## src/hdl/stpd_pkg.sv

```systemverilog
// Package of constants for the stepper translator and diagnostics block.
package stpd_pkg;
    localparam int unsigned CLK_MHZ = 250;
    // Register byte offsets.
    localparam logic [7:0] OFS_CTRL = 8'h00;
    localparam logic [7:0] OFS_STAT = 8'h04;
    localparam logic [7:0] OFS_POS = 8'h08;
    localparam logic [7:0] OFS_CLR = 8'h0c;
    // Control register fields.
    localparam int CTRL_SENSE = 0;
    localparam int CTRL_POL = 1;
    localparam int CTRL_TRANSP = 2;
    localparam int CTRL_GAIN = 3;
    localparam int CTRL_RES_LO = 4;
    localparam int CTRL_AMP_LO = 8;
    localparam logic [31:0] CTRL_RESET = 32'h0000_0002;
    // Status register fields.
    localparam int ST_TW = 0;
    localparam int ST_TSD = 1;
    localparam int ST_OPEN_WINDING_X = 2;
    localparam int ST_OPEN_WINDING_Y = 3;
    localparam int ST_PUMP = 4;
    localparam int ST_OVCX_LO = 8;
    localparam int ST_OVCY_LO = 12;
    localparam int ST_DRV_OFF = 16;
    // Resolution code: shift of the step size in 1/32 units, 0 = 1/32 .. 5 = full step.
    localparam logic [2:0] RES_RESET = 3'h0;
    localparam logic [4:0] AMP_RESET = 5'h00;
    // Timing.
    localparam int unsigned OPEN_MS = 200;
    localparam int unsigned OPEN_CYC = OPEN_MS * 1000 * CLK_MHZ;
    localparam int unsigned POR_US = 10;
    localparam int unsigned POR_CYC = POR_US * CLK_MHZ;
    localparam int unsigned PWM_CYC = 1000;
endpackage

```

## src/hdl/stpd_sync_if.sv

```systemverilog
// Interface carrying synchronised pin levels from the input stage to the core.
`timescale 1ns/1ns
interface stpd_sync_if;
    logic step;
    logic sense;
    logic [5:0] pins;
    modport src (output step, output sense, output pins);
    modport dst (input step, input sense, input pins);
endinterface

```

## src/hdl/stpd_sync.sv

```systemverilog
// Two-flop synchroniser stage for the step, sense, sample-hold, pump-low, full-duty and zero-cross inputs.
`timescale 1ns/1ns
module stpd_sync
(
    input wire logic aclk,
    input wire logic aresetn,
    input wire logic ce,
    input wire logic [7:0] raw,
    stpd_sync_if.src o
);
    typedef struct packed
    {
        logic [7:0] s1;
        logic [7:0] s2;
    } stpd_sync_s;
    stpd_sync_s st_r;
    stpd_sync_s st_nxt;
    always_comb
    begin
        st_nxt = st_r;
        if (ce)
        begin
            st_nxt.s1 = raw;
            st_nxt.s2 = st_r.s1;
        end
    end
    always_ff @(posedge aclk)
    begin
        if (!aresetn)
        begin
            st_r <= '0;
            // The pump-low pin reads as failing until a real level has passed both stages.
            st_r.s1[3] <= 1'b1;
            st_r.s2[3] <= 1'b1;
        end
        else
        begin
            st_r <= st_nxt;
        end
    end
    assign o.step = st_r.s2[0];
    assign o.sense = st_r.s2[1];
    assign o.pins = st_r.s2[7:2];
endmodule // stpd_sync

```

## src/hdl/stpd_top.sv

```systemverilog
// Step translator, back-EMF monitor control and fault diagnostics with AXI4-Lite registers.
//
// The address map and the AXI4-Lite register port were left to the implementer.
`timescale 1ns/1ns
module stpd_top
(
    input wire logic aclk,
    input wire logic aresetn,
    input wire logic ce,
    input wire logic next_step_input,
    input wire logic rotation_sense_input,
    input wire logic temp_warn_in,
    input wire logic temp_shutdown_in,
    input wire logic pump_low_in,
    input wire logic full_duty_x_in,
    input wire logic full_duty_y_in,
    input wire logic pwm_sample_hold,
    input wire logic [3:0] overcurrent_x_in,
    input wire logic [3:0] overcurrent_y_in,
    input wire logic pwm_period_start,
    input wire logic zero_cross_x,
    input wire logic zero_cross_y,
    input wire logic [7:0] coil_voltage,
    output logic [6:0] translator_position,
    output logic [4:0] peak_amplitude_code,
    output logic [7:0] backemf_monitor,
    output logic backemf_sample,
    output logic drive_x_en,
    output logic drive_y_en,
    output logic fault_out_n,
    output logic power_on_reset_out_n_o,
    output logic power_on_reset_out_n_oe,
    input wire logic [stpd_pkg::CTRL_RES_LO:0] s_axi_awaddr,
    input wire logic s_axi_awvalid,
    output logic s_axi_awready,
    input wire logic [31:0] s_axi_wdata,
    input wire logic [3:0] s_axi_wstrb,
    input wire logic s_axi_wvalid,
    output logic s_axi_wready,
    output logic [1:0] s_axi_bresp,
    output logic s_axi_bvalid,
    input wire logic s_axi_bready,
    input wire logic [stpd_pkg::CTRL_RES_LO:0] s_axi_araddr,
    input wire logic s_axi_arvalid,
    output logic s_axi_arready,
    output logic [31:0] s_axi_rdata,
    output logic [1:0] s_axi_rresp,
    output logic s_axi_rvalid,
    input wire logic s_axi_rready
);
    import stpd_pkg::*;

    typedef struct packed
    {
        logic [31:0] ctrl;
        logic [2:0] res_act;
        logic [6:0] pos;
        logic [4:0] amp;
        logic step_d;
        logic tw;
        logic thermal_shutdown_flag;
        logic [3:0] ovcx;
        logic [3:0] ovcy;
        logic open_winding_x;
        logic open_winding_y;
        logic pump;
        logic [27:0] cntx;
        logic [27:0] cnty;
        logic [11:0] por_cnt;
        logic [7:0] bemf;
        logic [7:0] bhold;
        logic smp;
        logic zx_d;
        logic zy_d;
        logic aw_got;
        logic w_got;
        logic [4:0] awa;
        logic [31:0] wd;
        logic [3:0] ws;
        logic bvalid;
        logic rvalid;
        logic [31:0] rdata;
        logic [1:0] bresp;
        logic [1:0] rresp;
    } stpd_top_s;

    stpd_top_s st_r;
    stpd_top_s st_nxt;
    stpd_sync_if sy ();

    stpd_sync u_sync
    (
        .aclk(aclk),
        .aresetn(aresetn),
        .ce(ce),
        .raw({zero_cross_y, zero_cross_x, full_duty_y_in, full_duty_x_in, pump_low_in,
            pwm_sample_hold, rotation_sense_input, next_step_input}),
        .o(sy)
    );

    // Step size in 1/32 units for a resolution code.
    function automatic logic [6:0] step_of(input logic [2:0] res);
        step_of = 7'h01 << res;
    endfunction

    // Snap to the nearest grid point of a finer grid, ties rounding up.
    function automatic logic [6:0] snap(input logic [6:0] p, input logic [2:0] res);
        logic [6:0] m;
        logic [6:0] half;
        m = step_of(res) - 7'h01;
        half = step_of(res) >> 1;
        snap = (p + half) & ~m;
    endfunction

    function automatic logic [31:0] byte_merge(input logic [31:0] old, input logic [31:0] d,
        input logic [3:0] s);
        for (int i = 0; i < 4; i++)
        begin
            if (s[i])
            begin
                old[8*i +: 8] = d[8*i +: 8];
            end
        end
        byte_merge = old;
    endfunction

    logic step_edge;
    logic [2:0] res_new;
    logic drv_off;
    logic [31:0] status_word;
    logic [7:0] scaled;

    assign res_new = (st_r.ctrl[CTRL_RES_LO +: 3] > 3'h5) ? 3'h5 : st_r.ctrl[CTRL_RES_LO +: 3];
    // Rising edge when polarity bit is one, falling edge otherwise.
    assign step_edge = st_r.ctrl[CTRL_POL] ? (sy.step & ~st_r.step_d)
        : (~sy.step & st_r.step_d);
    assign drv_off = st_r.thermal_shutdown_flag | (|st_r.ovcx) | (|st_r.ovcy);
    // Coil voltage is divided by two or four before reaching the monitor.
    assign scaled = st_r.ctrl[CTRL_GAIN] ? {2'h0, coil_voltage[7:2]}
        : {1'h0, coil_voltage[7:1]};

    always_comb
    begin
        status_word = '0;
        status_word[ST_TW] = st_r.tw;
        status_word[ST_TSD] = st_r.thermal_shutdown_flag;
        status_word[ST_OPEN_WINDING_X] = st_r.open_winding_x;
        status_word[ST_OPEN_WINDING_Y] = st_r.open_winding_y;
        status_word[ST_PUMP] = st_r.pump;
        status_word[ST_OVCX_LO +: 4] = st_r.ovcx;
        status_word[ST_OVCY_LO +: 4] = st_r.ovcy;
        status_word[ST_DRV_OFF] = drv_off;
    end

    always_comb
    begin
        logic [2:0] r;
        logic [6:0] p;
        logic wr_fire;
        logic rd_fire;
        logic clr_ovc;
        logic rd_status;
        r = '0;
        p = '0;
        wr_fire = 1'b0;
        rd_fire = 1'b0;
        clr_ovc = 1'b0;
        rd_status = 1'b0;
        st_nxt = st_r;
        if (ce)
        begin
            // Bus slave: address and data taken in either order, response after both.
            if (s_axi_awvalid && !st_r.aw_got && !st_r.bvalid)
            begin
                st_nxt.aw_got = 1'b1;
                st_nxt.awa = s_axi_awaddr;
            end
            if (s_axi_wvalid && !st_r.w_got && !st_r.bvalid)
            begin
                st_nxt.w_got = 1'b1;
                st_nxt.wd = s_axi_wdata;
                st_nxt.ws = s_axi_wstrb;
            end
            wr_fire = st_r.aw_got && st_r.w_got;
            if (wr_fire)
            begin
                st_nxt.aw_got = 1'b0;
                st_nxt.w_got = 1'b0;
                st_nxt.bvalid = 1'b1;
                st_nxt.bresp = 2'h0;
                unique case ({3'h0, st_r.awa})
                    OFS_CTRL: st_nxt.ctrl = byte_merge(st_r.ctrl, st_r.wd, st_r.ws);
                    OFS_CLR: clr_ovc = st_r.ws[1] & st_r.wd[8];
                    OFS_STAT, OFS_POS: ;
                    default: st_nxt.bresp = 2'h2;
                endcase
            end
            if (st_r.bvalid && s_axi_bready)
            begin
                st_nxt.bvalid = 1'b0;
            end
            rd_fire = s_axi_arvalid && !st_r.rvalid;
            if (rd_fire)
            begin
                st_nxt.rvalid = 1'b1;
                st_nxt.rresp = 2'h0;
                unique case ({3'h0, s_axi_araddr})
                    OFS_CTRL: st_nxt.rdata = st_r.ctrl;
                    OFS_STAT:
                    begin
                        st_nxt.rdata = status_word;
                        rd_status = 1'b1;
                    end
                    OFS_POS: st_nxt.rdata = {25'h0, st_r.pos};
                    OFS_CLR: st_nxt.rdata = '0;
                    default:
                    begin
                        st_nxt.rdata = '0;
                        st_nxt.rresp = 2'h2;
                    end
                endcase
            end
            if (st_r.rvalid && s_axi_rready)
            begin
                st_nxt.rvalid = 1'b0;
            end

            // Translator.
            st_nxt.step_d = sy.step;
            if (step_edge)
            begin
                r = res_new;
                p = st_r.pos;
                // Finer grid: land on nearest finer point first; coarser keeps offset.
                if (r < st_r.res_act)
                begin
                    p = snap(p, r);
                end
                // Coarser steps from the current point so any offset stays.
                if (sy.sense)
                begin
                    st_nxt.pos = p + step_of(r);
                end
                else
                begin
                    st_nxt.pos = p - step_of(r);
                end
                st_nxt.res_act = r;
            end

            // Amplitude takes effect only at a PWM period boundary.
            if (pwm_period_start)
            begin
                st_nxt.amp = st_r.ctrl[CTRL_AMP_LO +: 5];
            end

            // Back-EMF monitor.
            st_nxt.zx_d = sy.pins[4];
            st_nxt.zy_d = sy.pins[5];
            st_nxt.smp = 1'b0;
            // Samples taken under the hold strobe stay internal until the crossing ends.
            if (sy.pins[0] & (sy.pins[4] | sy.pins[5]))
            begin
                st_nxt.bhold = scaled;
            end
            if ((st_r.zx_d & ~sy.pins[4]) | (st_r.zy_d & ~sy.pins[5]))
            begin
                st_nxt.smp = 1'b1;
                st_nxt.bemf = sy.pins[0] ? scaled : st_r.bhold;
            end
            if (st_r.ctrl[CTRL_TRANSP])
            begin
                st_nxt.bemf = scaled;
            end

            // Faults.
            st_nxt.tw = temp_warn_in;
            st_nxt.pump = sy.pins[1];
            if (rd_status && !temp_warn_in)
            begin
                st_nxt.thermal_shutdown_flag = 1'b0;
            end
            if (temp_shutdown_in)
            begin
                st_nxt.thermal_shutdown_flag = 1'b1;
            end
            if (clr_ovc)
            begin
                st_nxt.ovcx = '0;
                st_nxt.ovcy = '0;
                st_nxt.open_winding_x = 1'b0;
                st_nxt.open_winding_y = 1'b0;
            end
            st_nxt.ovcx = st_nxt.ovcx | overcurrent_x_in;
            st_nxt.ovcy = st_nxt.ovcy | overcurrent_y_in;
            st_nxt.cntx = sy.pins[2] ? st_r.cntx + 28'h1 : '0;
            st_nxt.cnty = sy.pins[3] ? st_r.cnty + 28'h1 : '0;
            if (st_r.cntx >= 28'(OPEN_CYC))
            begin
                st_nxt.open_winding_x = 1'b1;
                st_nxt.cntx = st_r.cntx;
            end
            if (st_r.cnty >= 28'(OPEN_CYC))
            begin
                st_nxt.open_winding_y = 1'b1;
                st_nxt.cnty = st_r.cnty;
            end
            if (st_r.por_cnt != 12'(POR_CYC))
            begin
                st_nxt.por_cnt = st_r.por_cnt + 12'h1;
            end
        end
    end

    always_ff @(posedge aclk)
    begin
        if (!aresetn)
        begin
            st_r <= '0;
            st_r.ctrl <= CTRL_RESET;
            st_r.res_act <= RES_RESET;
            st_r.amp <= AMP_RESET;
            st_r.pump <= 1'b1;
        end
        else
        begin
            st_r <= st_nxt;
        end
    end

    assign translator_position = st_r.pos;
    assign peak_amplitude_code = st_r.amp;
    assign backemf_monitor = st_r.bemf;
    assign backemf_sample = st_r.smp;
    assign drive_x_en = ~drv_off & ~st_r.open_winding_x;
    assign drive_y_en = ~drv_off & ~st_r.open_winding_y;
    assign fault_out_n = ~(st_r.tw | st_r.thermal_shutdown_flag | (|st_r.ovcx) | (|st_r.ovcy) | st_r.open_winding_x
        | st_r.open_winding_y | st_r.pump);
    // Open drain: drive low while counting, release afterwards.
    assign power_on_reset_out_n_o = 1'b0;
    assign power_on_reset_out_n_oe = (st_r.por_cnt != 12'(POR_CYC));
    assign s_axi_awready = ce & ~st_r.aw_got & ~st_r.bvalid;
    assign s_axi_wready = ce & ~st_r.w_got & ~st_r.bvalid;
    assign s_axi_bvalid = st_r.bvalid;
    assign s_axi_bresp = st_r.bresp;
    assign s_axi_arready = ce & ~st_r.rvalid;
    assign s_axi_rvalid = st_r.rvalid;
    assign s_axi_rdata = st_r.rdata;
    assign s_axi_rresp = st_r.rresp;
endmodule // stpd_top

```

## config.mk

```make
export PLATFORM = sky130hd
export DESIGN_NAME = stpd_top
export DESIGN_NICKNAME = d
export VERILOG_FILES = /design/src/hdl/stpd_pkg.sv /design/src/hdl/stpd_sync_if.sv /design/src/hdl/stpd_sync.sv /design/src/hdl/stpd_top.sv
export SDC_FILE = /design/constraint.sdc
export NUM_CORES = 1
export LEC_CHECK = 0
export ABC_AREA = 1
export BUFFER_PORTS_ARGS = -buffer_cell sky130_fd_sc_hd__buf_2
export CORE_MARGIN = 2
export CORE_UTILIZATION = 63
export CTS_CLUSTER_DIAMETER = 60
export DETAILED_ROUTE_END_ITERATION = 6
export GPL_TIMING_DRIVEN = 1
export HOLD_SLACK_MARGIN = 0.03
export PLACE_DENSITY = 0.83
export SYNTH_ARGS = -nofsm -noshare
export SYNTH_HDL_FRONTEND = slang
export SYNTH_SLANG_ARGS = --single-unit
```

## constraint.sdc

```tcl
create_clock -name aclk -period 4.4 [get_ports aclk]
set_input_delay 1.1 -clock aclk [delete_from_list [all_inputs] [get_ports aclk]]
set_output_delay 1.1 -clock aclk [all_outputs]
set_load 0.005 [all_outputs]
```

Word-level counts from Yosys, hierarchy flattened
Cells that the tools add are included.
Word-level totals
  register bits after elaboration: 245
  bits of input ports: 81
  output and inout bits: 67
  word-level logic and storage cells: 180
Operators by class
  add/subtract/negate cells: 7
  $lt $le $gt $ge: 4
  equal/unequal tests: 9
  shift operators: 1
  multiplexer cells: 35
  bitwise operators: 41
  reduce and logical (&&, ||, !) cells: 48
Operators by type and width (count)
  32-bit case mux with 3 select lines: 1
  28-bit by 1-bit adder with 28-bit output (second input constant): 2
  28-bit by 26-bit >= comparator with 1-bit output (second input constant): 2
  28-bit two-way mux: 2
  2-bit AND reduction: 18
  7-bit two-way mux: 5
  33-bit two-way mux: 1
  8-bit two-way mux: 3
  5-bit by 4-bit equality test with 1-bit output (second input constant): 4
  10-bit two-way mux: 2
  1-bit two-way mux: 17
  4-bit AND reduction: 4
  4-bit OR reduction: 4
  1-bit NOT: 14
  1-bit AND: 13
  12-bit by 1-bit adder with 12-bit output (second input constant): 1
  12-bit != test (second input constant): 1
  2-bit nonzero test: 6
  5-bit by 3-bit equality test with 1-bit output (second input constant): 2
  5-bit zero test: 2
  1-bit OR: 10
  1-bit logical AND: 9
  4-bit OR: 2
  7-bit by 6-bit adder with 7-bit output: 1
  12 further kinds: 19

Logic depth before layout (Yosys ltp)
Gate-level depths: netlist of run 1.
  word-level depth: 11
  mapped depth: 24
  gate-level depth less buffers: 24

Modules after synthesis
A second synthesis of run 1 with hierarchy kept.
Second synthesis, totals
  cell total of the unflattened synthesis: 1746
  area total of the unflattened synthesis: 12176.7 um2
Modules (own cells, without submodules)
  stpd_top: times used 1, cells an instance 1642, area an instance 11466.0 um2, seq. area each 4504.3 um2
  stpd_sync: times used 1, cells an instance 104, area an instance 710.7 um2, seq. area each 320.3 um2

Worst setup path before layout of run 1
OpenSTA, ideal clock, no wires.
  path type: reg2reg
  from: reg st_r[203] (netlist name)
  to: reg st_r, in the netlist translator_position[5]
  setup time: 114 ps
  arrival time: 2759 ps
  required time: 4286 ps
  setup slack: 1528 ps
  stages on the path, launching flop included: 19
  buffers on the path: 1
  clock period less this slack: 2872 ps
  path through: dfxtp_1 > buf_2 > inv_1 > nand2_1 > nor2_1 > ha_1 > fa_1 > or2_2 > nand4_1 > o21ai_0 > ha_1 > a21oi_1 > nand2_1 > nand2_1 > nand2_1 > a21oi_1 > o21ai_0 > o21bai_1 > inv_1
On the way
  word-level cells in the longest chain between the ends: 11
  elaborated cells on any way between the ends: 14
  those cells by class: add/sub: 4; order compare: 2; shift: 1; mux: 5; bitwise: 2
RTL lines
  start: declaration: line stpd_top.sv:87  | stpd_top_s st_r;
  start signal: assignment: line stpd_top.sv:327  | st_r <= st_nxt;
  3-bit > comparator: line stpd_top.sv:133  | assign res_new = (st_r.ctrl[CTRL_RES_LO +: 3] > 3'h5) ? 3'h5 : st_r.ctrl[CTRL_RES_LO +: 3];
  3-bit two-way mux *: line stpd_top.sv:133
  1-bit by 3-bit left shift with 7-bit output: line stpd_top.sv:103  | step_of = 7'h01 << res;
  7-bit by 1-bit subtractor with 7-bit output: line stpd_top.sv:110  | m = step_of(res) - 7'h01;
  7-bit NOT: line stpd_top.sv:112  | snap = (p + half) & ~m;
  7-bit AND: line stpd_top.sv:112
  7-bit two-way mux: line stpd_top.sv:235  | if (r < st_r.res_act)
  7-bit two-way mux: line stpd_top.sv:230  | if (step_edge)
  7-bit two-way mux: line stpd_top.sv:170  | if (ce)
  7-bit subtractor / 7-bit adder (equally long branches): line stpd_top.sv:246, stpd_top.sv:242
  7-bit two-way mux *: line stpd_top.sv:240  | if (sy.sense)
Mark *: on every way between the ends. The rest lies on a longest branch, timed or not. The select of a mux whose other input is x is not followed.
A chain may end at the register's enable or synchronous reset.

Worst setup path in the final report of run 1
Ends and elaborated chain as after synthesis.

==> impl_metrics.env, run 1 <==
export IMPL_status="finished clean"
export IMPL_grt_util_met1_pct=36.9
export IMPL_rows=50
export IMPL_cp_arrival_ps=3910
export IMPL_grt_max_degree=101
export IMPL_finalHoldViolCount=0
export IMPL_grt_pass1_vias=10200
export IMPL_leakagePower_nw=5.40
export IMPL_met2_usage_pct=48.2
export IMPL_crit_path_start_kind="flip-flop"
export IMPL_ant_nets=0
export IMPL_detailedPlacementHpwl_um=19900
export IMPL_powerDensity_nw_per_um2=365
export IMPL_insertion_delay_ps=540
export IMPL_grt_busiest_layer="met2"
export IMPL_die_h_um=142
export IMPL_grt_overflow_total=0
export IMPL_area_delta_synth_final_pct=9.16
export IMPL_crit_required_ps=4830
export IMPL_viasPerCell=5.41
export IMPL_netlist_top_cells_area="dfxtp_1, nand2_1, nor2_1"
export IMPL_cts_resized=0
export IMPL_grt_first_pass_wirelength_um=47200
export IMPL_p_comb_share_pct=8.6
export IMPL_wl_per_cell_um=14.1
export IMPL_clk_path_buf_depth=3
export IMPL_synthCells=1742
export IMPL_peakVddDrop_mv=0.379
export IMPL_post_route_util_pct=70.0
export IMPL_layout_drive_gt1_share_pct=11.4
export IMPL_path_class="reg2reg"
export IMPL_synth_edf_count=0
export IMPL_yosys_warnings=0
export IMPL_swShare_pct=24.6
export IMPL_grt_usage_pct=28.1
export IMPL_ys_ff_latch=241
export IMPL_hold_class="reg2reg"
export IMPL_grt_setup_unrepaired="no"
export IMPL_die_area_um2=20100
export IMPL_p_seq_share_pct=48.4
export IMPL_crit_path_max_fanout=9
export IMPL_vias=11100
export IMPL_tns_ps=0
export IMPL_pin_count=148
export IMPL_ys_seq_area_share_pct=40.2
export IMPL_numPortBuffers=142
export IMPL_power_switching_w=0.00117
export IMPL_dp_cells=2003
export IMPL_max_cap_violations=0
export IMPL_antenna_cells=0
export IMPL_drtPass1Iterations=5
export IMPL_post_cts_buffers=0
export IMPL_timing_slew_headroom_pct=43.7
export IMPL_fin_skew_ps=15.8
export IMPL_final_cell_mix="nand2_1, nor2_1, dfxtp_1"
export IMPL_routed_wl_um=28800
export IMPL_intPower_w=0.00360
export IMPL_clock_sinks=241
export IMPL_mostFrequentLayoutCell="nand2_1"
export IMPL_crit_slowest_cell="dfxtp_1"
export IMPL_routabilityCongestion=0.962
export IMPL_root_buffer="clkbuf_16"
export IMPL_start_util_pct=64.1
export IMPL_fp_dieW_um=142
export IMPL_synthArstFlopShare_pct=0
export IMPL_core_um2=18700
export IMPL_yosysUniqueCellTypes=42
export IMPL_critPathMaxStageDelay_ps=490
export IMPL_nFillCells=1608
export IMPL_clkPwrFrac_pct=43.0
export IMPL_avgSynthCellArea_um2=6.88
export IMPL_htree_levels=1
export IMPL_synth_area_um2=12000
export IMPL_nets=1900
export IMPL_period_minus_slack_ps=3470
export IMPL_synth_top_area_share_pct=40.2
export IMPL_clk_pin_slew_worst_paths_ps=60
export IMPL_cts_tree="yes"
export IMPL_synthFlopType="dfxtp_1"
export IMPL_final_setup_viol_count=0
export IMPL_critPathCaptureType="flip-flop"
export IMPL_path_common_cell="nand2_1"
export IMPL_tightest_slew_ps=842
export IMPL_synth_top_cell_by_area="dfxtp_1"
export IMPL_fmax_mhz=288
export IMPL_maxSlewViolCount=0
export IMPL_finalPower_w=0.00477
export IMPL_cts_buffers=25
export IMPL_final_cells=2045
export IMPL_drtIter0Drc=780
export IMPL_cts_hold_buf=0
export IMPL_drc=0
export IMPL_final_period_utilization_pct=78.9
export IMPL_antenna_found_initial=0
export IMPL_path_cells="inv_1 -> nand2_1 -> nor2_1 -> ha_1 -> fa_1 -> or2_2 -> nand4_1 -> o21ai_0 -> ha_1 -> a21oi_1 -> nand2_1 -> nand2_1 -> nand2_1 -> a21oi_1 -> o21ai_0 -> o21bai_1 -> inv_1"
export IMPL_grt_util_met3_pct=3.60
==> metrics by stage <==
| stage | worst slack [ps] | cell area [um^2] | hold WS (ps) |
|---|---|---|---|
| after global routing | 738 | 13100 | 457 |
| final | 926 | 13100 | 432 |
| after global placement | 1130 | 12300 | 414 |
| after floorplan | 1530 | 12000 | 407 |
| after detailed placement | 1050 | 12300 | 418 |
| after CTS | 1020 | 13100 | 432 |
==> path summary, 6_finish.rpt <==
| check | from | to | slack, ps | cells after the start |
|---|---|---|---|---|
| worst max-delay path | st_r[203] | translator_position[5] | 930 | 17 |
| worst min-delay path | st_r[139] | st_r[139] | 430 | 2 |
| worst max register to register | st_r[203] | translator_position[5] | 930 | 17 |
| worst min register to register | st_r[139] | st_r[139] | 430 | 2 |
==> cell type report <==
type | instances | area (um^2) | share of cell area (%)
clock buffer | 37 | 721 | 5.51
clock inverter | 5 | 71.3 | 0.545
timing repair buffer | 153 | 796 | 6.08
sequential | 241 | 4820 | 36.9
multi-input combinational | 1220 | 5800 | 44.3
inverter | 155 | 582 | 4.45
tap | 234 | 293 | 2.24
==> cell usage after synthesis (11+ instances only) <==
cell type  count
xor2_1        26
dfxtp_1      241
xnor2_1       16
clkbuf_1      41
nand4_1       11
buf_2         16
o21ai_0      151
ha_1          21
nand3_1       81
nor2_1       308
a21oi_1      172
buf_4         61
nand2_1      356
o22ai_1       13
inv_1        147
==> metal layers <==
layer / routed length, um / up-vias
met5: 0 / -
met4: 896 / 0
met3: 1360 / 66
met2: 13600 / 297
met1: 12900 / 5044
li1: - / 5657
==> power by group through the flow <==
stage	Clock, W	Sequential [W]	Combinational (W)
detailed placement	0	0.00236	0.000406
finish	0.00205	0.00231	0.000412
floorplan	0	0.00234	0.000314
global placement	0	0.00235	0.000394
global route	0.00216	0.00232	0.000468
CTS	0.00208	0.00231	0.000410
==> kinds of logic (layout without fill, tap and decap cells) <==
kind of cell / Yosys count / after routing / share of synthesized area [%]
simple gates: 784 / 784 / 26.4
compound gates: 361 / 361 / 15.8
mux: 5 / 5 / 0.418
fa+ha+maj: 23 / 23 / 2.53
flops: 241 / 241 / 40.2
buf+inv: 285 / 350 / 11.5
xor+xnor: 42 / 42 / 3.07
other cells: 1 / 5 / 0.0313
==> state kept, by name, indices dropped and copies added, names as in the netlist <==
signal / cells
st_r: 169
s_axi_rdata: 32
u_sync.st_r: 8
backemf_monitor: 7
translator_position: 7
u_sync.o.pins: 6
peak_amplitude_code: 5
backemf_sample: 1
s_axi_bresp: 1
s_axi_bvalid: 1
s_axi_rresp: 1
s_axi_rvalid: 1
u_sync.o.sense: 1
u_sync.o.step: 1
==> worst max-delay path, delay by kind of cell (launching register included) <==
kind                     cells  cell delay (ps)
AO/OA/AOI/OAI                5              710
flip-flops                   1              490
buffers and inverters        2              210
AND/OR/NAND/NOR              7              920
adder cells (fa/ha/maj)      3             1020
No activity file was read; power rests on OpenSTA's default activity.
==> run 2, diff against run 1 <==
--- a/config.mk
+++ b/config.mk
@@ -8,12 +8,12 @@
 export ABC_AREA = 1
 export BUFFER_PORTS_ARGS = -buffer_cell sky130_fd_sc_hd__buf_2
 export CORE_MARGIN = 2
-export CORE_UTILIZATION = 63
+export CORE_UTILIZATION = 59
 export CTS_CLUSTER_DIAMETER = 60
 export DETAILED_ROUTE_END_ITERATION = 6
 export GPL_TIMING_DRIVEN = 1
 export HOLD_SLACK_MARGIN = 0.03
-export PLACE_DENSITY = 0.83
+export PLACE_DENSITY = 0.78
 export SYNTH_ARGS = -nofsm -noshare
 export SYNTH_HDL_FRONTEND = slang
 export SYNTH_SLANG_ARGS = --single-unit
==> constraint.sdc (replaced) <==
create_clock -name aclk -period 3.5 [get_ports aclk]
set_input_delay 0.875 -clock aclk [delete_from_list [all_inputs] [get_ports aclk]]
set_output_delay 0.875 -clock aclk [all_outputs]
set_load 0.005 [all_outputs]
==> run 2 against run 1 <==
Against the previous run: clock-buffer cell count shrank 3; critical path depth is the same; critical path type unchanged; first-iteration DRC count grew 1.7%; largest cell class unchanged.
==> impl_metrics.env, run 2 (same netlist as run 1, synthesis figures left out) <==
export IMPL_antenna_found_initial=1
export IMPL_path_class="reg2reg"
export IMPL_peakVddDrop_mv=0.338
export IMPL_grt_usage_pct=25.7
export IMPL_insertion_delay_ps=540
export IMPL_layout_drive_gt1_share_pct=12.1
export IMPL_cts_resized=0
export IMPL_cp_arrival_ps=3600
export IMPL_mostFrequentLayoutCell="nand2_1"
export IMPL_wl_per_cell_um=13.5
export IMPL_leakagePower_nw=5.48
export IMPL_grt_busiest_layer="met2"
export IMPL_start_util_pct=59.6
export IMPL_met2_usage_pct=41.0
export IMPL_grt_pass1_vias=9760
export IMPL_worst_slack_ps=317
export IMPL_tns_ps=0
export IMPL_routed_wl_um=28300
export IMPL_min_to="st_r[167]"
export IMPL_vias=10900
export IMPL_grt_util_met3_pct=4.28
export IMPL_grt_first_pass_wirelength_um=46600
export IMPL_rows=52
export IMPL_ant_nets=0
export IMPL_final_cell_mix="nand2_1, nor2_1, dfxtp_1"
export IMPL_maxSlewViolCount=0
export IMPL_drtIter0Drc=793
export IMPL_cts_tree="yes"
export IMPL_viasPerCell=5.22
export IMPL_nets=1904
export IMPL_place_ws_ps=239
export IMPL_top_register="st_r"
export IMPL_reg2reg_from="st_r[203]"
export IMPL_drtPass1Iterations=7
export IMPL_hold_class="reg2reg"
export IMPL_cts_hold_buf=0
export IMPL_routabilityCongestion=0.938
export IMPL_placed_area_um2=12400
export IMPL_die_h_um=147
export IMPL_crit_required_ps=3920
export IMPL_final_period_utilization_pct=91.0
export IMPL_crit_path_max_fanout=9
export IMPL_fin_skew_ps=23.8
export IMPL_finalHoldViolCount=0
export IMPL_hp_start="st_r[167]"
export IMPL_clock_sinks=241
export IMPL_max_cap_violations=0
export IMPL_grt_max_degree=79
export IMPL_critPathCaptureType="flip-flop"
export IMPL_final_setup_viol_count=0
export IMPL_cts_buffers=26
export IMPL_status="finished clean"
export IMPL_area_delta_synth_final_pct=10.9
export IMPL_rr_worst_depth=17
export IMPL_r2r_end="translator_position[5]"
export IMPL_powerDensity_nw_per_um2=480
export IMPL_period_minus_slack_ps=3180
export IMPL_crit_path_start_kind="flip-flop"
export IMPL_pin_count=148
export IMPL_hold_depth=2
export IMPL_die_area_um2=21500
export IMPL_postLayoutCellArea_um2=13300
export IMPL_root_buffer="clkbuf_16"
export IMPL_grt_setup_unrepaired="no"
export IMPL_fmax_mhz=314
export IMPL_htree_levels=1
export IMPL_detailedPlacementHpwl_um=19900
export IMPL_largest_register_ffs=169
export IMPL_post_route_util_pct=66.1
export IMPL_drc=0
export IMPL_numPortBuffers=142
export IMPL_clk_path_buf_depth=3
export IMPL_post_cts_buffers=0
export IMPL_tightest_slew_ps=872
export IMPL_timing_slew_headroom_pct=41.7
export IMPL_r2r_slack_ps=320
export IMPL_grt_overflow_total=0
export IMPL_grt_util_met1_pct=35.9
export IMPL_clk_pin_slew_worst_paths_ps=60
export IMPL_core_um2=20100
export IMPL_fp_dieW_um=147
[run 2: cell count changes in the layout (fill, tap and decap cells not counted), moves of 2 or more]
cell	delta
buf_4	+3
bufinv_16	+4
inv_6	+2
clkbuf_1	-3
clkinv_2	+3
[run 2: where the power goes]
group	internal [W]	switching, W
Combinational	0.000186	0.000331
Sequential	0.00284	0.0000658
Clock	0.00182	0.00114
[run 2: layout make-up]
type	count	area [um^2]
Clock buffer	34	721
Timing Repair Buffer	156	818
Antenna cell	1	2.50
Inverter	155	582
Clock inverter	13	209
Fill cell	1788	6810
Multi-Input combinational cell	1220	5800
Tap cell	270	338
Sequential cell	241	4830
[run 2: per-stage QoR]
stage / hold WS, ps / power [W] / instances
final: 425 / 0.00638 / 2090
after global routing: 455 / 0.00663 / 2090
after CTS: 428 / 0.00641 / 2089
after detailed placement: 419 / 0.00347 / 2042
after global placement: 414 / 0.00346 / 2042
after floorplan: 407 / 0.00334 / 1746
[run 2: critical path: stages, from the launching register on]
cell and delay (ps):
dfxtp_2 410, inv_1 100, nand2_1 140, nor2_1 90, ha_1 230, fa_1 430, or2_2 310, nand4_1 90
o21ai_0 90, ha_1 350, a21oi_1 180, nand2_1 100, nand2_1 60, nand2_1 60, a21oi_1 160, o21ai_0 100
o21bai_1 150, inv_1 50
[run 2: worst max-delay path by stage]
stage	from	to	slack, ps	cells after the start
5_1_grt	st_r[203]	translator_position[6]	4	19
3_3_place_gp	st_r[203]	translator_position[5]	320	17
6_report	st_r[203]	translator_position[5]	320	17
3_5_place_dp	st_r[203]	translator_position[5]	240	17
4_1_cts	st_r[203]	translator_position[5]	220	17
2_1_floorplan	st_r[203]	translator_position[5]	630	18
[run 2: routing by layer]
metal | up-vias | wire length [um]
li1 | 5665 | -
met1 | 4895 | 13200
met2 | 294 | 12600
met3 | 49 | 1760
met4 | 0 | 665
met5 | - | 0
